==> src/core_exec_defines.svh <==
// register offsets, field positions, reset values and counts for the execution core
`ifndef CORE_EXEC_DEFINES_SVH
`define CORE_EXEC_DEFINES_SVH

// ****************************************
// register byte offsets
// ****************************************
`define REG_INSTR 8'h00
`define REG_ACC 8'h04
`define REG_STATUS 8'h08
`define REG_PC 8'h0c
`define REG_WDOG 8'h10
`define REG_CTRL 8'h14
`define RAM_BASE 8'h80

// ****************************************
// field positions
// ****************************************
`define CTRL_WDOG_EN 0
`define CTRL_TWO_STEP 1
`define CTRL_WAKE 2
`define CTRL_BUSY 3
`define CTRL_HALTED 4
`define STATUS_ARITH_W 4
`define BIT_SEL_LSB 5

// ****************************************
// reset values and constants
// ****************************************
`define ACC_RST 8'h00
`define FLAGS_RST 6'h00
`define PC_RST 10'h000
`define CTRL_RST 2'h1
`define WDOG_CLEAR 8'h00
`define WDOG_LAST 8'hff
`define WDOG_PRESCALE 256
`define BCD_ADJ 4'h6
`define BCD_MAX 4'h9

`endif

==> src/core_exec_pkg.sv <==
// types shared by the execution core, its assertions and its bench
package core_exec_pkg;

  typedef enum logic [5:0] {
    op_nop,
    op_add_mem_to_acc,
    op_add_imm_to_acc,
    add_to_memory_op,
    op_add_carry_to_acc,
    add_carry_to_memory_op,
    op_and_mem,
    op_and_imm,
    and_to_memory_op,
    op_or_mem,
    op_or_imm,
    or_to_memory_op,
    op_invert_mem,
    invert_to_accumulator_op,
    op_inc_mem,
    increment_to_accumulator_op,
    op_dec_mem,
    decrement_to_accumulator_op,
    decimal_adjust_op,
    op_load_acc_mem,
    op_store_acc_mem,
    op_load_acc_imm,
    op_clear_mem,
    op_clear_bit,
    op_watchdog_clear,
    watchdog_preclear_first,
    watchdog_preclear_second,
    op_power_down,
    op_call,
    unconditional_branch_op,
    op_return
  } op_t;

  typedef struct packed {
    op_t op;
    logic [9:0] operand;
  } instr_t;

  typedef struct packed {
    logic timeout_flag;
    logic power_down_flag;
    logic overflow_flag;
    logic zero;
    logic aux_carry_flag;
    logic carry;
  } flags_t;

  typedef struct packed {
    logic [7:0] sum;
    logic carry;
    logic aux_carry;
    logic overflow;
  } add_result_t;

  typedef enum logic [1:0] {
    st_idle,
    st_read,
    st_exec,
    st_second
  } exec_state_t;

endpackage

==> src/data_ram.sv <==
// data memory of the core, single port with registered read data
`timescale 1ns/1ps
module data_ram #(
  parameter int DEPTH = 32,
  parameter int AW = 5
) (
  input wire logic pclk,
  input wire logic presetn,
  input wire logic en,
  input wire logic we,
  input wire logic [AW-1:0] addr,
  input wire logic [7:0] wdata,
  output logic [7:0] rdata
);
  logic [7:0] mem [DEPTH];
  logic [7:0] rdata_q;

  always_ff @(posedge pclk) begin
    if (en && we) begin
      mem[addr] <= wdata;
    end
  end

  always_ff @(posedge pclk or negedge presetn) begin
    if (!presetn) begin
      rdata_q <= 8'h00;
    end else if (en && !we) begin
      rdata_q <= mem[addr];
    end
  end

  assign rdata = rdata_q;
endmodule

==> src/return_stack.sv <==
// hardware return stack, circular, with a registered top entry
`timescale 1ns/1ps
module return_stack #(
  parameter int DEPTH = 2,
  parameter int W = 10
) (
  input wire logic pclk,
  input wire logic presetn,
  input wire logic push,
  input wire logic pop,
  input wire logic [W-1:0] push_data,
  output logic [W-1:0] top
);
  localparam int PW = (DEPTH > 1) ? $clog2(DEPTH) : 1;
  logic [W-1:0] mem [DEPTH];
  logic [PW-1:0] ptr_q;
  logic [W-1:0] top_q;

  // no overflow detection: a push beyond the depth overwrites the oldest entry
  always_ff @(posedge pclk) begin
    if (push) begin
      mem[ptr_q] <= push_data;
    end
  end

  always_ff @(posedge pclk or negedge presetn) begin
    if (!presetn) begin
      ptr_q <= '0;
      top_q <= '0;
    end else if (push) begin
      ptr_q <= PW'(ptr_q + 1'b1);
      top_q <= push_data;
    end else if (pop) begin
      ptr_q <= PW'(ptr_q - 1'b1);
      top_q <= mem[PW'(ptr_q - PW'(2))];
    end
  end

  assign top = top_q;
endmodule

==> src/core_exec.sv <==
// 8-bit accumulator execution core with APB access to its registers and data memory
//
// Functional notes
// - add-with-carry to memory writes sum, all four arithmetic flags
// - add memory or immediate into accumulator, flags
// - add accumulator to memory byte, all four arithmetic flags
// - AND into accumulator or memory, zero only
// - OR into accumulator or memory, zero only
// - call pushes pc plus one, loads target
// - clear byte or single bit, no flags
// - single watchdog clear zeroes counter and flags
// - two-step clear acts only after both preclears
// - complement to memory or accumulator, zero only
// - adjust low nibble, make internal nibble carry
// - adjust high nibble, set carry, store memory
// - decrement to memory or accumulator, zero only
// - increment to memory or accumulator, zero only
// - power-down stops execution, clears watchdog and prescaler
// - power-down advances pc, sets and clears flags
// - jump loads pc, no stack, no flags
// - load immediate into accumulator, no flags
// - moves copy byte, source kept, no flags
// - no-op only advances program counter
// - return restores pc from stack, two cycles
`timescale 1ns/1ps
`include "core_exec_defines.svh"
module core_exec
  import core_exec_pkg::*;
#(
  parameter int RAM_DEPTH = 32,
  parameter int RAM_AW = 5,
  parameter int STACK_DEPTH = 2,
  parameter int WDOG_PRESCALE = `WDOG_PRESCALE
) (
  input wire logic pclk,
  input wire logic presetn,
  input wire logic psel,
  input wire logic penable,
  input wire logic pwrite,
  input wire logic [7:0] paddr,
  input wire logic [31:0] pwdata,
  output logic [31:0] prdata,
  output logic pready,
  output logic pslverr,
  output logic sys_clk_en
);

  // ****************************************
  // state
  // ****************************************
  exec_state_t state_q;
  instr_t instr_q;
  logic [7:0] acc_q;
  flags_t flags_q;
  logic [9:0] pc_q;
  logic [1:0] ctrl_q;
  logic halted_q;
  logic first_seen_q;
  logic second_seen_q;
  logic [7:0] wdog_q;
  logic [15:0] pre_q;
  logic apb_rd_wait_q;
  logic [31:0] prdata_q;
  logic pready_q;
  logic pslverr_q;
  logic sys_clk_en_q;

  logic [7:0] ram_rdata;
  logic [9:0] stack_top;

  // ****************************************
  // arithmetic helpers
  // ****************************************
  function automatic add_result_t add8(input logic [7:0] a, input logic [7:0] b,
                                       input logic cin);
    logic [4:0] lo;
    logic [8:0] full;
    add_result_t r;
    lo = {1'b0, a[3:0]} + {1'b0, b[3:0]} + {4'h0, cin};
    full = {1'b0, a} + {1'b0, b} + {8'h00, cin};
    r.sum = full[7:0];
    r.carry = full[8];
    r.aux_carry = lo[4];
    r.overflow = (a[7] == b[7]) && (full[7] != a[7]);
    return r;
  endfunction

  // returns {carry, adjusted byte}
  function automatic logic [8:0] bcd_adjust(input logic [7:0] a, input logic aux_in,
                                            input logic c);
    logic [4:0] lo;
    logic [4:0] hi;
    logic internal_nibble_carry;
    logic c_out;
    lo = {1'b0, a[3:0]};
    internal_nibble_carry = 1'b0;
    if (a[3:0] > `BCD_MAX || aux_in) begin
      lo = {1'b0, a[3:0]} + {1'b0, `BCD_ADJ};
      internal_nibble_carry = lo[4];
    end
    hi = {1'b0, a[7:4]} + {4'h0, internal_nibble_carry};
    c_out = c;
    if (hi > {1'b0, `BCD_MAX} || c) begin
      hi = 5'(hi + {1'b0, `BCD_ADJ});
      c_out = 1'b1;
    end
    return {c_out, hi[3:0], lo[3:0]};
  endfunction

  // ****************************************
  // APB decode
  // ****************************************
  logic access;
  logic done_wr;
  logic is_ram;
  logic is_instr;
  logic core_idle;
  logic instr_refused;
  logic mapped;
  logic [31:0] reg_rdata;

  assign access = psel && penable && !pready_q;
  assign done_wr = psel && penable && pready_q && pwrite && !pslverr_q;
  assign is_ram = paddr >= `RAM_BASE;
  assign is_instr = paddr == `REG_INSTR;
  assign core_idle = state_q == st_idle;
  assign instr_refused = is_instr && pwrite && halted_q;

  always_comb begin
    mapped = 1'b1;
    reg_rdata = 32'h0000_0000;
    case (paddr)
      `REG_INSTR: reg_rdata = {16'h0000, instr_q};
      `REG_ACC: reg_rdata = {24'h00_0000, acc_q};
      `REG_STATUS: reg_rdata = {26'h000_0000, flags_q};
      `REG_PC: reg_rdata = {22'h00_0000, pc_q};
      `REG_WDOG: reg_rdata = {24'h00_0000, wdog_q};
      `REG_CTRL: begin
        reg_rdata[`CTRL_WDOG_EN] = ctrl_q[`CTRL_WDOG_EN];
        reg_rdata[`CTRL_TWO_STEP] = ctrl_q[`CTRL_TWO_STEP];
        reg_rdata[`CTRL_BUSY] = !core_idle;
        reg_rdata[`CTRL_HALTED] = halted_q;
      end
      default: mapped = 1'b0;
    endcase
  end

  // ram reads need a wait cycle for the registered memory output
  always_ff @(posedge pclk or negedge presetn) begin
    if (!presetn) begin
      pready_q <= 1'b0;
      pslverr_q <= 1'b0;
      prdata_q <= 32'h0000_0000;
      apb_rd_wait_q <= 1'b0;
    end else begin
      pready_q <= 1'b0;
      pslverr_q <= 1'b0;
      apb_rd_wait_q <= 1'b0;
      if (access && core_idle) begin
        if (is_ram && !pwrite && !apb_rd_wait_q) begin
          apb_rd_wait_q <= 1'b1;
        end else if (is_ram) begin
          pready_q <= 1'b1;
          prdata_q <= pwrite ? prdata_q : {24'h00_0000, ram_rdata};
        end else begin
          pready_q <= 1'b1;
          pslverr_q <= !mapped || instr_refused;
          prdata_q <= mapped ? reg_rdata : 32'h0000_0000;
        end
      end
    end
  end

  // ****************************************
  // execution sequence
  // ****************************************
  logic start;
  logic executing;
  logic [RAM_AW-1:0] mem_addr;
  logic [2:0] bit_sel;
  logic is_branch;

  assign start = done_wr && is_instr;
  assign executing = state_q == st_exec;
  assign mem_addr = instr_q.operand[RAM_AW-1:0];
  assign bit_sel = instr_q.operand[`BIT_SEL_LSB +: 3];
  assign is_branch = instr_q.op inside {op_call, unconditional_branch_op, op_return};

  always_ff @(posedge pclk or negedge presetn) begin
    if (!presetn) begin
      state_q <= st_idle;
      instr_q <= '0;
    end else begin
      case (state_q)
        st_idle: begin
          if (start) begin
            instr_q <= instr_t'(pwdata[15:0]);
            state_q <= st_read;
          end
        end
        st_read: state_q <= st_exec;
        st_exec: state_q <= is_branch ? st_second : st_idle;
        st_second: state_q <= st_idle;
        default: state_q <= st_idle;
      endcase
    end
  end

  // ****************************************
  // datapath
  // ****************************************
  add_result_t sum;
  logic [7:0] res;
  logic [8:0] bcd;
  logic wr_mem;
  logic wr_acc;
  logic upd_arith;
  logic upd_zero;
  logic bcd_carry;

  always_comb begin
    sum = add8(acc_q, ram_rdata, 1'b0);
    bcd = bcd_adjust(acc_q, flags_q.aux_carry_flag, flags_q.carry);
    res = 8'h00;
    wr_mem = 1'b0;
    wr_acc = 1'b0;
    upd_arith = 1'b0;
    upd_zero = 1'b0;
    bcd_carry = 1'b0;
    case (instr_q.op)
      op_add_mem_to_acc, op_add_imm_to_acc, op_add_carry_to_acc: begin
        sum = add8(acc_q, instr_q.op == op_add_imm_to_acc ? instr_q.operand[7:0] : ram_rdata,
                   instr_q.op == op_add_carry_to_acc && flags_q.carry);
        res = sum.sum;
        wr_acc = 1'b1;
        upd_arith = 1'b1;
      end
      add_to_memory_op, add_carry_to_memory_op: begin
        sum = add8(acc_q, ram_rdata, instr_q.op == add_carry_to_memory_op && flags_q.carry);
        res = sum.sum;
        wr_mem = 1'b1;
        upd_arith = 1'b1;
      end
      op_and_mem, op_and_imm, and_to_memory_op: begin
        res = acc_q & (instr_q.op == op_and_imm ? instr_q.operand[7:0] : ram_rdata);
        wr_mem = instr_q.op == and_to_memory_op;
        wr_acc = !wr_mem;
        upd_zero = 1'b1;
      end
      op_or_mem, op_or_imm, or_to_memory_op: begin
        res = acc_q | (instr_q.op == op_or_imm ? instr_q.operand[7:0] : ram_rdata);
        wr_mem = instr_q.op == or_to_memory_op;
        wr_acc = !wr_mem;
        upd_zero = 1'b1;
      end
      op_invert_mem, invert_to_accumulator_op: begin
        res = ~ram_rdata;
        wr_mem = instr_q.op == op_invert_mem;
        wr_acc = !wr_mem;
        upd_zero = 1'b1;
      end
      op_inc_mem, increment_to_accumulator_op: begin
        res = 8'(ram_rdata + 8'h01);
        wr_mem = instr_q.op == op_inc_mem;
        wr_acc = !wr_mem;
        upd_zero = 1'b1;
      end
      op_dec_mem, decrement_to_accumulator_op: begin
        res = 8'(ram_rdata - 8'h01);
        wr_mem = instr_q.op == op_dec_mem;
        wr_acc = !wr_mem;
        upd_zero = 1'b1;
      end
      decimal_adjust_op: begin
        res = bcd[7:0];
        bcd_carry = 1'b1;
        wr_mem = 1'b1;
      end
      op_load_acc_mem: begin
        res = ram_rdata;
        wr_acc = 1'b1;
      end
      op_store_acc_mem: begin
        res = acc_q;
        wr_mem = 1'b1;
      end
      op_load_acc_imm: begin
        res = instr_q.operand[7:0];
        wr_acc = 1'b1;
      end
      op_clear_mem: begin
        res = 8'h00;
        wr_mem = 1'b1;
      end
      op_clear_bit: begin
        res = ram_rdata & ~(8'h01 << bit_sel);
        wr_mem = 1'b1;
      end
      default: res = 8'h00;
    endcase
  end

  always_ff @(posedge pclk or negedge presetn) begin
    if (!presetn) begin
      acc_q <= `ACC_RST;
    end else if (executing && wr_acc) begin
      acc_q <= res;
    end else if (done_wr && paddr == `REG_ACC) begin
      acc_q <= pwdata[7:0];
    end
  end

  // ****************************************
  // program counter and return stack
  // ****************************************
  logic push;
  logic pop;

  assign push = executing && instr_q.op == op_call;
  assign pop = executing && instr_q.op == op_return;

  always_ff @(posedge pclk or negedge presetn) begin
    if (!presetn) begin
      pc_q <= `PC_RST;
    end else if (executing) begin
      case (instr_q.op)
        op_call, unconditional_branch_op: pc_q <= instr_q.operand;
        op_return: pc_q <= stack_top;
        default: pc_q <= 10'(pc_q + 10'h001);
      endcase
    end
  end

  return_stack #(
    .DEPTH(STACK_DEPTH),
    .W(10)
  ) u_stack (
    .pclk(pclk),
    .presetn(presetn),
    .push(push),
    .pop(pop),
    .push_data(10'(pc_q + 10'h001)),
    .top(stack_top)
  );

  // ****************************************
  // data memory
  // ****************************************
  logic apb_ram_wr;
  logic ram_en;
  logic ram_we;

  assign apb_ram_wr = done_wr && is_ram;
  assign ram_we = (executing && wr_mem) || apb_ram_wr;
  assign ram_en = state_q == st_read || ram_we ||
                  (access && core_idle && is_ram && !pwrite && !apb_rd_wait_q);

  data_ram #(
    .DEPTH(RAM_DEPTH),
    .AW(RAM_AW)
  ) u_ram (
    .pclk(pclk),
    .presetn(presetn),
    .en(ram_en),
    .we(ram_we),
    .addr(core_idle ? paddr[RAM_AW+1:2] : mem_addr),
    .wdata(core_idle ? pwdata[7:0] : res),
    .rdata(ram_rdata)
  );

  // ****************************************
  // watchdog, preclear tracking and power-down
  // ****************************************
  logic exec_halt;
  logic single_clear;
  logic pair_clear;
  logic wdog_clear;
  logic tick;
  logic timeout_evt;
  logic wake;

  assign exec_halt = executing && instr_q.op == op_power_down;
  assign single_clear = executing && instr_q.op == op_watchdog_clear && !ctrl_q[`CTRL_TWO_STEP];
  assign pair_clear = executing && ctrl_q[`CTRL_TWO_STEP] &&
                      ((instr_q.op == watchdog_preclear_first && second_seen_q) ||
                       (instr_q.op == watchdog_preclear_second && first_seen_q));
  assign wdog_clear = single_clear || pair_clear || exec_halt;
  assign tick = ctrl_q[`CTRL_WDOG_EN] && pre_q == 16'(WDOG_PRESCALE - 1);
  assign timeout_evt = tick && wdog_q == `WDOG_LAST;
  assign wake = timeout_evt || (done_wr && paddr == `REG_CTRL && pwdata[`CTRL_WAKE]);

  always_ff @(posedge pclk or negedge presetn) begin
    if (!presetn) begin
      pre_q <= 16'h0000;
      wdog_q <= `WDOG_CLEAR;
    end else begin
      pre_q <= (tick || exec_halt || !ctrl_q[`CTRL_WDOG_EN]) ? 16'h0000 : 16'(pre_q + 16'h0001);
      if (wdog_clear) begin
        wdog_q <= `WDOG_CLEAR;
      end else if (tick) begin
        wdog_q <= 8'(wdog_q + 8'h01);
      end
    end
  end

  // a lone preclear only records itself; the matching one completes the clear
  always_ff @(posedge pclk or negedge presetn) begin
    if (!presetn) begin
      first_seen_q <= 1'b0;
      second_seen_q <= 1'b0;
    end else if (pair_clear) begin
      first_seen_q <= 1'b0;
      second_seen_q <= 1'b0;
    end else if (executing && ctrl_q[`CTRL_TWO_STEP]) begin
      if (instr_q.op == watchdog_preclear_first) first_seen_q <= 1'b1;
      if (instr_q.op == watchdog_preclear_second) second_seen_q <= 1'b1;
    end
  end

  always_ff @(posedge pclk or negedge presetn) begin
    if (!presetn) begin
      ctrl_q <= `CTRL_RST;
    end else if (done_wr && paddr == `REG_CTRL) begin
      ctrl_q <= {pwdata[`CTRL_TWO_STEP], pwdata[`CTRL_WDOG_EN]};
    end
  end

  // halted: new instructions are refused until a wake write or a watchdog time-out
  always_ff @(posedge pclk or negedge presetn) begin
    if (!presetn) begin
      halted_q <= 1'b0;
      sys_clk_en_q <= 1'b1;
    end else if (exec_halt) begin
      halted_q <= 1'b1;
      sys_clk_en_q <= 1'b0;
    end else if (wake) begin
      halted_q <= 1'b0;
      sys_clk_en_q <= 1'b1;
    end
  end

  // ****************************************
  // flags
  // ****************************************
  always_ff @(posedge pclk or negedge presetn) begin
    if (!presetn) begin
      flags_q <= `FLAGS_RST;
    end else begin
      if (done_wr && paddr == `REG_STATUS) begin
        flags_q[`STATUS_ARITH_W-1:0] <= pwdata[`STATUS_ARITH_W-1:0];
      end
      if (executing && upd_arith) begin
        flags_q.carry <= sum.carry;
        flags_q.aux_carry_flag <= sum.aux_carry;
        flags_q.overflow_flag <= sum.overflow;
      end
      if (executing && (upd_arith || upd_zero)) begin
        flags_q.zero <= res == 8'h00;
      end
      if (executing && bcd_carry) begin
        flags_q.carry <= bcd[8];
      end
      if (single_clear || pair_clear) begin
        flags_q.power_down_flag <= 1'b0;
        flags_q.timeout_flag <= 1'b0;
      end
      if (exec_halt) begin
        flags_q.power_down_flag <= 1'b1;
        flags_q.timeout_flag <= 1'b0;
      end
      // a time-out in the same cycle as a clear is kept
      if (timeout_evt) begin
        flags_q.timeout_flag <= 1'b1;
      end
    end
  end

  assign prdata = prdata_q;
  assign pready = pready_q;
  assign pslverr = pslverr_q;
  assign sys_clk_en = sys_clk_en_q;

endmodule

==> config.mk <==
export PLATFORM = sky130hd
export DESIGN_NAME = core_exec
export DESIGN_NICKNAME = d
export VERILOG_FILES = /design/src/core_exec_pkg.sv /design/src/data_ram.sv /design/src/return_stack.sv /design/src/core_exec.sv
export VERILOG_INCLUDE_DIRS = /design/src
export SDC_FILE = /design/constraint.sdc
export NUM_CORES = 1
export LEC_CHECK = 0
export ABC_AREA = 1
export BUFFER_PORTS_ARGS = -buffer_cell sky130_fd_sc_hd__buf_2
export CAP_MARGIN = 20
export CORE_ASPECT_RATIO = 0.5
export CORE_MARGIN = 2
export CORE_UTILIZATION = 60
export CTS_BUF_LIST = sky130_fd_sc_hd__clkbuf_2 sky130_fd_sc_hd__clkbuf_4 sky130_fd_sc_hd__clkbuf_8
export CTS_CLUSTER_DIAMETER = 200
export CTS_CLUSTER_SIZE = 30
export DETAILED_ROUTE_END_ITERATION = 8
export HOLD_SLACK_MARGIN = 0.08
export PLACE_DENSITY_LB_ADDON = 0.2
export REMOVE_ABC_BUFFERS = 1
export SLEW_MARGIN = 30
export SYNTH_ARGS = -nofsm -noshare
export SYNTH_HDL_FRONTEND = slang
export SYNTH_SLANG_ARGS = --single-unit
==> constraint.sdc <==
create_clock -name pclk -period 7.7 [get_ports pclk]
set_input_delay 1.155 -clock pclk [delete_from_list [all_inputs] [get_ports pclk]]
set_output_delay 1.155 -clock pclk [all_outputs]
set_load 0.03 [all_outputs]
-- Word-level counts from Yosys, hierarchy flattened
Memory sizes are Yosys's and may differ from the RTL's. A register that Yosys moved wholly into a read port is not among the register bits.
Index checks and enable logic that the tools add are counted.
- register bits: 108
- RAM bits: 276
- input port bits: 45
- output and inout bits: 35
- logic and storage cells: 270
- memories kept: 2
- add/sub/neg operators: 18
- order comparisons: 3
- equal/unequal tests: 48
- shift operators: 1
- multiplexer cells: 64
- bitwise logic cells: 6
- reduce and logical (&&, ||, !) cells: 105
- memories (name ; words ; width ; rd ports ; clocked after Yosys merged registers in ; wr ports ; line ; source):
    u_ram.mem ; 32 ; 8 ; 1 ; 1 ; 1 ; data_ram.sv:15 ; logic [7:0] mem [DEPTH];
    u_stack.mem ; 2 ; 10 ; 1 ; 1 ; 1 ; return_stack.sv:15 ; logic [W-1:0] mem [DEPTH];
- operators with widths (operator ; number):
    $mux W32 ; 3
    $pmux W8 S12 ; 1
    $eq A6 B5 Y1 const B ; 15
    $mux W8 ; 8
    $pmux W11 S5 ; 1
    $eq A6 B4 Y1 const B ; 8
    $logic_and A1 B1 Y1 ; 42
    $mux W1 ; 33
    $eq A6 B3 Y1 const B ; 4
    $pmux W2 S6 ; 2
    $pmux W10 S2 ; 1
    $reduce_bool A2 Y1 ; 10
    $add A8 B8 Y9 ; 2
    $add A9 B1 Y9 ; 2
    $add A16 B1 Y16 const B ; 1
    $add A8 B1 Y8 const B ; 2
    $and A8 B8 Y8 ; 2
    $eq A16 B8 Y1 const B ; 1
    $eq A8 B4 Y1 const B ; 2
    $eq A8 B5 Y1 const B ; 2
    $logic_not A1 Y1 ; 16
    $logic_not A8 Y1 ; 2
    $mux W16 ; 1
    $not A8 Y8 ; 2
    42 further kinds ; 82

-- Depth between registers and ports, before layout
- word-level depth: 11
- depth in mapped cells: 20
- gate-level depth less buffers: 20

-- Modules after synthesis
From an unflattened synthesis, not the netlist that was laid out.
- cells, all modules: 2366
- area, all modules: 20201.9 um^2
- by module, submodules not included (module ; instances ; cells an instance ; area each (um^2) ; seq. area each (um^2)):
    data_ram ; 1 ; 1056 ; 11093.1 ; 7887.6
    core_exec ; 1 ; 1192 ; 7823.8 ; 2279.7
    return_stack ; 1 ; 118 ; 1285.0 ; 875.8

-- Least setup slack after synthesis
OpenSTA, ideal clock, no wires.
- kind: register -> register
- start point: register instr_q[13] (netlist name)
- end point: memory u_ram.mem[0][6] (data pin)
- setup time: 454 ps
- data arrival time: 4012 ps
- required time: 7246 ps
- setup slack: 3234 ps
- stages on the path, launching flop included: 19
- path buffers: 2
- period minus slack after synthesis: 4466 ps
- path through: dfrtp_1 > buf_2 > nor2_2 > nand3_2 > clkbuf_1 > o21ai_0 > fa_1 > inv_1 > fa_1 > nand3_1 > nand3_1 > nand2_1 > nand2_1 > a21oi_1 > or2_2 > nand3_1 > nand2_1 > nor2_1 > o21ai_0
- cells in the longest elaborated chain, start to end: 6
- elaborated cells between the ends (all ways): 41
- those cells by class: add/sub (3); eq/ne (22); mux (5); bitwise (2); reduce/logical (9)
- ends and longest elaborated chain (what ; line ; source):
    start: declaration ; core_exec.sv:52 ; instr_t instr_q;
    start signal: assignment ; core_exec.sv:197 ; instr_q <= instr_t'(pwdata[15:0]);
    $eq A6 B2 Y1 ; core_exec.sv:230, core_exec.sv:232 ;
    $mux W8 ; core_exec.sv:232 ; sum = add8(acc_q, instr_q.op == op_add_imm_to_acc ? instr_q.operand[7:0] : ram_rdata,
    $add A8 B8 Y9 ; core_exec.sv:80 ; full = {1'b0, a} + {1'b0, b} + {8'h00, cin};
    $add A9 B1 Y9 ; core_exec.sv:80 ;
    $pmux W8 S12 * ; core_exec.sv:230 ; case (instr_q.op)
    $mux W8 * ; core_exec.sv:367 ; .wdata(core_idle ? pwdata[7:0] : res),
    net u_ram.wdata[6] ; data_ram.sv:12 ; input wire logic [7:0] wdata,
    end: declaration ; data_ram.sv:15 ;
The timed path passes the listed nets; every way through them passes the cells marked *.

-- Worst setup path in the final report
- start point: register state_q[0]
- end point: memory u_ram.mem[40][1] (netlist: u_ram.mem[20][1]), enable pin
- cells in the longest elaborated chain, start to end: 9
- elaborated cells between the ends (all ways): 15
- those cells by class: eq/ne (2); mux (3); reduce/logical (10)
- ends and longest elaborated chain (what ; line ; source):
    start: declaration ; core_exec.sv:51 ; exec_state_t state_q;
    start signal: assignment ; core_exec.sv:191 ; state_q <= st_idle;
    start signal: assignment ; core_exec.sv:198 ; state_q <= st_read;
    start signal: assignment ; core_exec.sv:201 ; st_read: state_q <= st_exec;
    $logic_not A2 Y1 ; core_exec.sv:126 ; assign core_idle = state_q == st_idle;
    $logic_and A1 B1 Y1 (4 in series) ; core_exec.sv:356 ; (access && core_idle && is_ram && !pwrite && !apb_rd_wait_q);
    $logic_or A1 B1 Y1 ; core_exec.sv:355 ; assign ram_en = state_q == st_read || ram_we ||
    $logic_and A1 B1 Y1 ; data_ram.sv:19 ; if (en && we) begin
    $mux W1 ; data_ram.sv:19 ;
    $mux W1 (not written as such) ; data_ram.sv:20 ; mem[addr] <= wdata;
Parallel ways exist; a longest one is shown, timed or not.

==> flow_metrics.env <==
export IMPL_ir_drop_mv=0.1345
export IMPL_wire_per_inst_um=20.47
export IMPL_cts_clk_slew_worst_paths_ns=0.17
export IMPL_routabilityCongestion=0.9854
export IMPL_fin_skew_ns=0.03613
export IMPL_drive_above_1_share_pct=7.870
export IMPL_cts_tree="built"
export IMPL_p_leak_nw=7.747
export IMPL_power_density_nw_per_um2=184.5
export IMPL_p_total_w=0.003689
export IMPL_synth_cell_types=53
export IMPL_h_tree_depth=1
export IMPL_clock_tree_buffer_depth=3
export IMPL_min_path_type="reg -> reg"
export IMPL_first_pass_iters=7
export IMPL_fin_crit_sh_pct=59.51
export IMPL_rsz0062_at_grt="no"
export IMPL_synth_warnings=0
export IMPL_max_slew_margin_pct=37.69
export IMPL_async_flop_share_pct=28.50
export IMPL_syn_area_um2=19030
export IMPL_path_class="reg -> reg"
export IMPL_syn2layout_area_growth_pct=5.042
export IMPL_io_pins=80
export IMPL_cts_buffers=16
export IMPL_report_final_slew_viol_count=0
export IMPL_status="complete, no violations"
export IMPL_core_um2=31430
export IMPL_design_area_um2=19990
export IMPL_final_core_util_pct=63.62
export IMPL_fillers=2594
export IMPL_fmax_mhz=218.2
export IMPL_antenna_found_initial=1
export IMPL_cp_arrival_ns=4.83
export IMPL_post_cts_resized=0
export IMPL_clock_latency_ns=0.62
export IMPL_die_w_um=255.9
export IMPL_fin_crit_ns=4.583
export IMPL_place_area_um2=19640
export IMPL_chipHeight_um=129.9
export IMPL_start_util_pct=60.57
export IMPL_num_rows=46
export IMPL_setup_tns_ns=0
export IMPL_r2r_slack_ns=3.12
export IMPL_finalNonFillerCells=2428
export IMPL_drc_errors=0
export IMPL_nets=2065
export IMPL_grt_usage_pct=29.76
export IMPL_synth_edf_count=276
export IMPL_cts_sinks=386
export IMPL_vias=14715
export IMPL_postCtsSetupBuffers=0
export IMPL_avgSynthCellArea_um2=9.628
export IMPL_die_area_um2=33250
export IMPL_grt_pass1_vias=13623
export IMPL_synth_cells=1977
export IMPL_io_buffers=47
export IMPL_final_hold_violation_count=0
export IMPL_ant_nets=0
export IMPL_required_ns=7.95
export IMPL_postCtsHoldBufs=0
export IMPL_synth_ff_type="edfxtp_1"
export IMPL_root_buffer="clkbuf_8"
export IMPL_grt_pass1_wl_um=76170
export IMPL_synth_seq_cells=386
export IMPL_report_final_setup_viol=0
export IMPL_overflow=0
export IMPL_grt_start_max_net_pins=93
export IMPL_dp_hpwl_um=33820
export IMPL_crit_fanout=67
export IMPL_drt_initial_drc_count=1592
export IMPL_cap_violations=0
export IMPL_dp_cells=2399
export IMPL_worstSetupEndpointType="flop"
export IMPL_startpoint_type="flop"
export IMPL_wirelength_um=49700
export IMPL_tightest_slew_ns=0.9346
export IMPL_via_per_inst=6.061
export IMPL_synth_seq_area_share_pct=58.02
[cells by family after synthesis]
group           after synthesis  synth area share (%)
simple gates                898                 21.05
flops                       386                 58.02
compound gates              363                 11.62
buf+inv                     276                 6.008
fa+ha+maj                    35                 2.458
xor+xnor                     18                0.8283
other cells                   1               0.01970
[sequential cells by signal, indices dropped and copies added (netlist names), 6 cells and up]
name,flops
flags_q,6
u_ram.rdata,8
instr_q,13
u_stack.top,10
pre_q,16
u_ram.mem,256
acc_q,8
prdata,16
wdog_q,8
u_stack.mem,20
pc_q,10
[path summary, 6_finish.rpt]
check,cells past startpoint,to,from
setup / recovery,8,u_ram.mem[20][1]$_DFFE_PP_,state_q[0]$_DFFE_PN0P_
hold / removal,1,pre_q[0]$_DFF_PN0_,pre_q[0]$_DFF_PN0_
setup reg to reg,8,u_ram.mem[20][1]$_DFFE_PP_,state_q[0]$_DFFE_PN0P_
hold reg to reg,1,pre_q[0]$_DFF_PN0_,pre_q[0]$_DFF_PN0_
max in group asynchronous,2,u_ram.rdata[2]$_DFFE_PN0P_,presetn
min in group asynchronous,1,u_stack.top[8]$_DFFE_PN0P_,presetn
[Yosys cell counts, types with 3 or more instances]
cell	number	area, um2
nand4_1	17	106.4
nor2_1	149	559.3
dfrtp_1	108	2703
clkbuf_1	40	150.1
xnor2_1	3	26.28
o2111ai_1	4	35.03
o21ai_0	91	455.4
a211oi_1	3	22.52
nor3_1	42	210.2
xor2_1	15	131.4
o211ai_1	12	90.09
nor2_2	7	43.79
inv_1	165	619.3
nand3_1	252	1261
nor3b_1	7	52.55
o22ai_1	24	150.1
nor4_1	6	37.54
o21ai_1	22	110.1
nor3_2	4	40.04
nand2_1	373	1400
a21oi_1	61	305.3
ha_1	31	387.9
buf_1	8	30.03
edfxtp_1	276	8288
buf_2	23	115.1
inv_2	18	67.56
clkinv_1	3	11.26
fa_1	4	80.08
o21ai_2	7	61.31
a22oi_1	67	503.0
or2_1	14	87.58
a31oi_1	61	381.6
or2_0	4	25.02
or2_2	6	37.54
a2111oi_0	3	26.28
nand3b_1	8	60.06
buf_4	17	127.6
[layer usage]
metal  global-route usage (%)  up-vias  share of wire [%]
met3                    5.225       96                9.1
met4                    7.809        0                2.5
met2                    48.56      660                 45
li1                         -     6948                  -
met5                        0        -                  0
met1                    42.06     7011                 43
[metrics by stage]
stage	hold WS, ns	worst slack, ns
global route	0.5148	2.902
floorplan	0.4329	0.07171
finish	0.4783	3.117
global placement	0.4466	3.078
detailed placement	0.4614	3.048
CTS	0.4824	3.146
[cells in the final DEF, fill, tap and decap left out, types with 12 or more instances in the layout]
cell	instances
nand2_1	373
edfxtp_1	276
nand3_1	252
inv_1	165
nor2_1	146
dfrtp_1	108
o21ai_0	83
a22oi_1	67
a21oi_1	61
a31oi_1	61
buf_2	46
nor3_1	42
ha_1	31
o22ai_1	24
o21ai_1	21
inv_2	18
nand4_1	17
buf_4	17
conb_1	16
clkbuf_8	16
xor2_1	15
o21ai_2	14
or2_1	14
o211ai_1	12
[critical path: stages, from the launching register on]
cell and delay, ns:
dfrtp_1 0.49, nor2_4 0.64, nand2_1 0.20, o21ai_4 0.11, buf_4 0.66, inv_2 0.12, nor2_4 0.63, nand2_1 0.58
nor2_1 0.76
[cell type report]
class	instances	area (um2)	share of cell area, %
Inverter	186	698.2	3.492
Tap cell	432	540.5	2.703
Sequential cell	386	11040	55.23
Timing Repair Buffer	65	396.6	1.984
Multi-Input combinational cell	1330	6979	34.91
Clock buffer	26	295.3	1.477
Antenna cell	1	2.502	0.01252
Clock inverter	2	38.79	0.1940
[power breakdown]
| group | internal (W) | leakage (nW) | total, W | switching (W) |
|---|---|---|---|---|
| combinational | 0.000164 | 3.67 | 0.000523 | 0.000359 |
| sequential | 0.00225 | 3.90 | 0.00229 | 0.0000490 |
| clock | 0.000283 | 0.180 | 0.000872 | 0.000588 |
No activity file was read; power rests on OpenSTA's default activity.
